===== src/shared/bsp_params.svh =====
// Constants for the boot select and code protect block
// Assumes inclusion by bare name from any design file
`ifndef BSP_PARAMS_SVH
`define BSP_PARAMS_SVH
`define BSP_OPT_ERASED      8'hFF
`define BSP_OPT_LOCK        0
`define BSP_OPT_TBL_INHIBIT 1
`define BSP_OPT_STRAP_AB    4
`define BSP_OPT_STRAP_C     5
`define BSP_OPT_FAST_CLK    7
`define BSP_CPC_ENTER_LDR   8'h03
`define BSP_CPC_UPDATE_ONLY 8'h01
`define BSP_CPC_RESTART     7
`define BSP_CPC_RESET       8'h00
`define BSP_RST_PULSE_CYC   4
`endif


===== src/shared/bsp_pkg.sv =====
// Types for the boot select and code protect block
// Assumes no other package
package bsp_pkg;
  typedef enum logic { BSP_MAIN_FLASH, BSP_LOADER_FLASH } bsp_boot_t;
endpackage : bsp_pkg


===== src/hdl/bsp_option_store.sv =====
// Non-volatile option byte model: program clears bits, erase-all sets them
// Assumes writer-mode strobes are single-cycle and synchronous to clock
// Assumes an erase-all before first use; content is unknown until then
`timescale 1ns/1ns
`include "bsp_params.svh"
module bsp_option_store #(
  parameter int W = 8
) (
  input  wire logic         clock,
  input  wire logic         arst_n,
  input  wire logic         prog_wr,
  input  wire logic [W-1:0] prog_data,
  input  wire logic         erase_all,
  output logic      [W-1:0] opt_bits
);
  // Content survives external reset; only erase-all sets bits again
  logic [W-1:0] opt_r;
  always_ff @(posedge clock) begin
    if (erase_all) begin
      opt_r <= W'(`BSP_OPT_ERASED);
    end else if (prog_wr) begin
      opt_r <= opt_r & prog_data;
    end
  end
  assign opt_bits = opt_r;
endmodule : bsp_option_store


===== src/hdl/bsp_boot_select.sv =====
// Boot-source selection, in-system programming handover and code protection
// Assumes strap pins and writer strobes synchronous to clock; cpu_idle from the core
`timescale 1ns/1ns
`include "bsp_params.svh"
// How it works
// - Reset boots main flash by default
// - Bit4 low, straps A,B low: loader boot
// - Bit5 low, strap C low: loader boot
// - Control 03h then idle: loader, reset pulse
// - Bank select picks main bank to update
// - Restart bit: back to main, restart CPU
// - Control 01h then idle: update, stay main
// - Option register only in writer mode
// - Programmed bits return only by erase-all
// - Erased option bits read as one
// - Lock bit zero blocks external reads and programs
// - Restricted: external fetch reads external only
// - Internal fetch may read everything
// - Restriction bit one: no table restriction
module bsp_boot_select #(
  parameter int RST_CYC = `BSP_RST_PULSE_CYC
) (
  input  wire logic       clock,
  input  wire logic       arst_n,
  input  wire logic       boot_strap_pin_a,
  input  wire logic       boot_strap_pin_b,
  input  wire logic       boot_strap_pin_c,
  input  wire logic       cpu_idle,
  input  wire logic       cpc_wr,
  input  wire logic [7:0] cpc_wdata,
  input  wire logic       bank_wr,
  input  wire logic       bank_wdata,
  input  wire logic       writer_mode,
  input  wire logic       opt_prog_wr,
  input  wire logic [7:0] opt_prog_data,
  input  wire logic       opt_erase_all,
  input  wire logic       opt_rd,
  input  wire logic       flash_rd,
  input  wire logic [7:0] flash_rdata,
  input  wire logic       tbl_rd,
  input  wire logic       tbl_from_ext,
  input  wire logic       tbl_target_int,
  output logic            boot_loader,
  output logic            cpu_reset,
  output logic      [7:0] chip_program_control,
  output logic            flash_bank_select,
  output logic            update_active,
  output logic      [7:0] writer_rdata,
  output logic            writer_refused,
  output logic            tbl_int_allowed,
  output logic            fast_clock_range
);
  // ****************************************
  // Option store
  // ****************************************
  logic [7:0] opt_bits;
  logic       locked;
  logic       prog_ok;
  assign locked  = ~opt_bits[`BSP_OPT_LOCK];
  assign prog_ok = writer_mode & ~locked;
  bsp_option_store #(.W(8)) u_opt (
    .clock     (clock),
    .arst_n    (arst_n),
    .prog_wr   (opt_prog_wr & prog_ok),
    .prog_data (opt_prog_data),
    .erase_all (opt_erase_all & writer_mode),
    .opt_bits  (opt_bits)
  );

  // ****************************************
  // Strap sampling
  // ****************************************
  logic strap_loader;
  logic in_reset_r;
  assign strap_loader =
    (~opt_bits[`BSP_OPT_STRAP_AB] & ~boot_strap_pin_a & ~boot_strap_pin_b)
    | (~opt_bits[`BSP_OPT_STRAP_C] & ~boot_strap_pin_c);

  // Marks the first edge after release, where straps are caught
  always_ff @(posedge clock or negedge arst_n) begin
    if (!arst_n) begin
      in_reset_r <= 1'b1;
    end else begin
      in_reset_r <= 1'b0;
    end
  end

  // ****************************************
  // Boot source and handover
  // ****************************************
  bsp_pkg::bsp_boot_t boot_r;
  logic               enter_ldr;
  logic               sw_restart;
  assign enter_ldr  = cpu_idle & (chip_program_control == `BSP_CPC_ENTER_LDR);
  assign sw_restart = cpc_wr & cpc_wdata[`BSP_CPC_RESTART];

  always_ff @(posedge clock or negedge arst_n) begin
    if (!arst_n) begin
      boot_r <= bsp_pkg::BSP_MAIN_FLASH;
    end else if (in_reset_r) begin
      boot_r <= strap_loader ? bsp_pkg::BSP_LOADER_FLASH
                             : bsp_pkg::BSP_MAIN_FLASH;
    end else if (sw_restart) begin
      boot_r <= bsp_pkg::BSP_MAIN_FLASH;
    end else if (enter_ldr) begin
      boot_r <= bsp_pkg::BSP_LOADER_FLASH;
    end
  end
  assign boot_loader = (boot_r == bsp_pkg::BSP_LOADER_FLASH);

  // Control register; restart bit self-clears, restart and handover clear it
  always_ff @(posedge clock or negedge arst_n) begin
    if (!arst_n) begin
      chip_program_control <= `BSP_CPC_RESET;
    end else if (sw_restart || enter_ldr) begin
      chip_program_control <= `BSP_CPC_RESET;
    end else if (cpc_wr) begin
      chip_program_control <= cpc_wdata;
    end
  end

  // Update-in-place mode: idle with 01h, main flash kept
  always_ff @(posedge clock or negedge arst_n) begin
    if (!arst_n) begin
      update_active <= 1'b0;
    end else if (cpu_idle && chip_program_control == `BSP_CPC_UPDATE_ONLY) begin
      update_active <= 1'b1;
    end else if (!cpu_idle) begin
      update_active <= 1'b0;
    end
  end

  always_ff @(posedge clock or negedge arst_n) begin
    if (!arst_n) begin
      flash_bank_select <= 1'b0;
    end else if (bank_wr) begin
      flash_bank_select <= bank_wdata;
    end
  end

  // CPU restart pulse of RST_CYC cycles
  logic [7:0] rst_cnt_r;
  always_ff @(posedge clock or negedge arst_n) begin
    if (!arst_n) begin
      rst_cnt_r <= 8'h00;
    end else if (sw_restart || enter_ldr) begin
      rst_cnt_r <= 8'(RST_CYC);
    end else if (rst_cnt_r != 8'h00) begin
      rst_cnt_r <= rst_cnt_r - 8'h01;
    end
  end
  assign cpu_reset = (rst_cnt_r != 8'h00);

  // ****************************************
  // Writer access and protection
  // ****************************************
  always_ff @(posedge clock or negedge arst_n) begin
    if (!arst_n) begin
      writer_rdata   <= 8'h00;
      writer_refused <= 1'b0;
    end else begin
      writer_refused <= (opt_rd | flash_rd | opt_prog_wr) & ~prog_ok;
      if (opt_rd && prog_ok) begin
        writer_rdata <= opt_bits;
      end else if (flash_rd && prog_ok) begin
        writer_rdata <= flash_rdata;
      end else if (opt_rd || flash_rd) begin
        writer_rdata <= 8'h00;
      end
    end
  end

  // Table read gate: only external fetch under restriction is barred
  assign tbl_int_allowed = tbl_rd & tbl_target_int &
    (~tbl_from_ext | opt_bits[`BSP_OPT_TBL_INHIBIT]);

  assign fast_clock_range = opt_bits[`BSP_OPT_FAST_CLK];
endmodule : bsp_boot_select


===== config.mk =====
export PLATFORM = sky130hd
export DESIGN_NAME = bsp_boot_select
export DESIGN_NICKNAME = d
export VERILOG_FILES = /design/src/shared/bsp_pkg.sv /design/src/hdl/bsp_option_store.sv /design/src/hdl/bsp_boot_select.sv
export VERILOG_INCLUDE_DIRS = /design/src /design/src/shared
export SDC_FILE = /design/constraint.sdc
export NUM_CORES = 1
export LEC_CHECK = 0
export ABC_AREA = 0
export BUFFER_PORTS_ARGS = -buffer_cell sky130_fd_sc_hd__clkbuf_2
export CAP_MARGIN = 5
export CORE_UTILIZATION = 35
export DETAILED_ROUTE_END_ITERATION = 16
export GPL_TIMING_DRIVEN = 0
export SLEW_MARGIN = 0
export SYNTH_ARGS = -nofsm -noshare
export SYNTH_HDL_FRONTEND = slang
export SYNTH_SLANG_ARGS = --single-unit

===== constraint.sdc =====
create_clock -name clock -period 3.3 [get_ports clock]
set_clock_uncertainty 0.1 [all_clocks]
set_input_delay 0.33 -clock clock [delete_from_list [all_inputs] [get_ports clock]]
set_output_delay 0.33 -clock clock [all_outputs]
set_load 0.01 [all_outputs]

==> impl_metrics.tcl <==
set metrics [dict create \
    via_count 1352 \
    reg2reg_from "rst_cnt_r[0]$_DFFE_PN0P_" \
    finalSetupTns_ns 0 \
    syn_inst 162 \
    seqPwrFrac 0.473 \
    max_slew.worst_pin.slew_ns 0.699 \
    rr_worst_depth 6 \
    fp-row-count 24 \
    power.switching_mw 0.370 \
    max-vdd-ir-drop_v 0.000240 \
    diodes 0 \
    timing.rr.end "rst_cnt_r[6]$_DFFE_PN0P_" \
    routabilityCongestion 0.744 \
    yosysTopAreaCellShare 0.440 \
    async_reset_ff_frac 0.784 \
    hpwl_um 2560 \
    clkLatencyLatePin_ns 0.28 \
    cts_root_buffer "clkbuf_8" \
    violations "hold timing" \
    report.final.slew_viol_count 0 \
    cts_setup_buffers 0 \
    portBuffers 62 \
    cts_hold_buffers 0 \
    antenna_found_initial 0 \
    cts_buffers 5 \
    fillCellCount 425 \
    grt_max_degree 30 \
    first_pass_iters 4 \
    fin_crit_ns 2.34 \
    yosysWarnings 0 \
    syn_area_per_cell_um2 9.82 \
    cts_tree "yes" \
    fin_hold_ws_ns -0.0187 \
    drive_gt1_frac 0.332 \
    routed_via_density 4.76 \
    fmax_mhz 428 \
    p_int_mw 0.866 \
    power_density_nw_per_um2 601 \
    drtIter0Drc 62 \
    first_global_vias 1280 \
    syn-cell-area_um2 1590 \
    dpl_worst_slack_ns 1.27 \
    final-hold-violation-count 28 \
    slowest_delay_ns 0.58 \
    p_clk_frac 0.257 \
    maxCapViolCount 0 \
    final_nets 274 \
    yosysTopAreaCell "dfrtp_1" \
    yosys_register_bits 37 \
    ctsResizeCount 0 \
    io_pins 64 \
    run_status "finished, violations left" \
    crit_path_max_fanout 6 \
    grt_use_total 0.149 \
    final_core_util 0.472 \
    syn_to_final_growth_pct 29.2 \
    cp.arrival_ns 1.91 \
    critical_path.slowest_cell "or4_4" \
    synth-edff-count 0 \
    drc 0 \
    critical_path_class "flop to output port" \
    worst_setup_path_end_kind "output port" \
    wl_um 3340 \
    cts.clk_slew.worst_paths_ns 0.07 \
    worst_setup_path_start_kind "flop" \
    overflow 0 \
    die_width_um 69.4 \
    dieArea_um2 4820 \
    max_slew_margin 0.534 \
    syn-num-nets 205 \
    start_util 0.366 \
    multi_input_area_um2 659 \
    ant_nets 0 \
    setup_violations 0 \
    netSwitchingFraction 0.299 \
    pwr-share-comb 0.270 \
    core_area_um2 4350 \
    clkSinkCount 37 \
    crit_chain "or4_4, or3_1, buf_6, clkbuf_2" \
    regArea_um2 887 \
    hold_class "input port to asynchronous set/reset pin" \
    grt_pass1_wl_um 5680 \
    die_y_um 69.4 \
    rsz0062_at_grt "false" \
    synth_area_leaders "dfrtp_1 44%, dfxtp_1 10%, o21ai_0 6.6%" \
    fin_ws_ns 0.962 \
    ys_seq_area_frac 0.557 \
    period_share 0.708 \
    yosys_most_used_dff "dfrtp_1" \
    r2r_slack_ns 1.34 \
    yosys-top-cells-count "28 x dfrtp_1, 24 x nand2_1, 21 x o21ai_0, 14 x nor2_1, 10 x a21oi_1" \
    required_ns 2.87 \
    ctsLongestPathBuffers 2 \
    ys_types 38 \
    wire_per_inst_um 11.8 \
    cts_max_level 2 \
    yosysMostFrequentCell "dfrtp_1" \
    leakage_nw 1.03 \
]
power by group through the flow:
stage          registers, mW  logic (mW)  clock network (mW)
2_1_floorplan          0.593       0.230                   0
3_3_place_gp           0.594       0.333                   0
3_5_place_dp           0.595       0.336                   0
4_1_cts                0.587       0.338               0.327
5_1_grt                0.598       0.379               0.349
6_report               0.585       0.334               0.317
stage by stage:
stage	power (mW)	instances	area (µm²)
finish	1.24	284	2060
global placement	0.927	276	1970
CTS	1.25	284	2060
floorplan	0.823	162	1590
detailed placement	0.931	276	1970
global route	1.33	284	2060
layout by cell type, fill, tap and decap left out, drive strengths merged, types with 3 or more instances in the layout:
cell type / n
dfrtp: 28
clkbuf: 74
nor2: 14
a21oi: 10
dfxtp: 8
nand2: 24
nor2b: 9
o21ai: 21
xor2: 3
inv: 4
a22o: 5
flip-flops by register name (all words and copies together) (netlist names):
| signal | flops |
|---|---|
| boot_loader | 1 |
| chip_program_control | 8 |
| flash_bank_select | 1 |
| in_reset_r | 1 |
| rst_cnt_r | 8 |
| u_opt.opt_bits | 8 |
| update_active | 1 |
| writer_rdata | 8 |
| writer_refused | 1 |
routing by layer:
metal | GRT usage | wire, µm | up-vias
met2 | 0.218 | 1460 | 49
li1 | - | - | 690
met4 | 0.0544 | 61 | 0
met5 | 0 | 0 | -
met3 | 0.0465 | 280 | 8
met1 | 0.206 | 1540 | 605
worst max-delay path, delay by kind of cell, from the launching register on:
family | cells | cell delay, ns
buf+inv | 2 | 0.26
simple gates | 2 | 0.95
flops | 1 | 0.42
logic make-up (layout without fill, tap and decap cells):
group,Yosys count,count (layout),share of synthesized area
AOI/OAI and AO/OA,43,43,0.162
xor gates and xnor gates,4,4,0.0220
adders and majority gates,2,2,0.0157
buffers and inverters,10,80,0.0283
DFF,37,37,0.557
muxes,3,3,0.0197
other,1,1,0.00236
and+or+nand+nor,62,62,0.193
worst max path at each step:
stage / startpoint / end / slack (ns) / depth (start not counted)
final: rst_cnt_r[5]$_DFFE_PN0P_ / cpu_reset / 0.96 / 4
after global routing: rst_cnt_r[5]$_DFFE_PN0P_ / cpu_reset / 0.89 / 4
after CTS: rst_cnt_r[5]$_DFFE_PN0P_ / cpu_reset / 0.95 / 4
after detailed placement: rst_cnt_r[5]$_DFFE_PN0P_ / cpu_reset / 1.27 / 4
after global placement: rst_cnt_r[5]$_DFFE_PN0P_ / cpu_reset / 1.27 / 4
after floorplan: rst_cnt_r[5]$_DFFE_PN0P_ / cpu_reset / 1.43 / 3
final cells by class:
cell class,instances,share of cell area
buffer,5,0.0128
inverter,5,0.00912
sequential,37,0.431
timing repair buffer,62,0.151
clock buffer,8,0.0438
multi-input combinational,115,0.321
tap,52,0.0316
No activity file was read; power rests on OpenSTA's default activity.
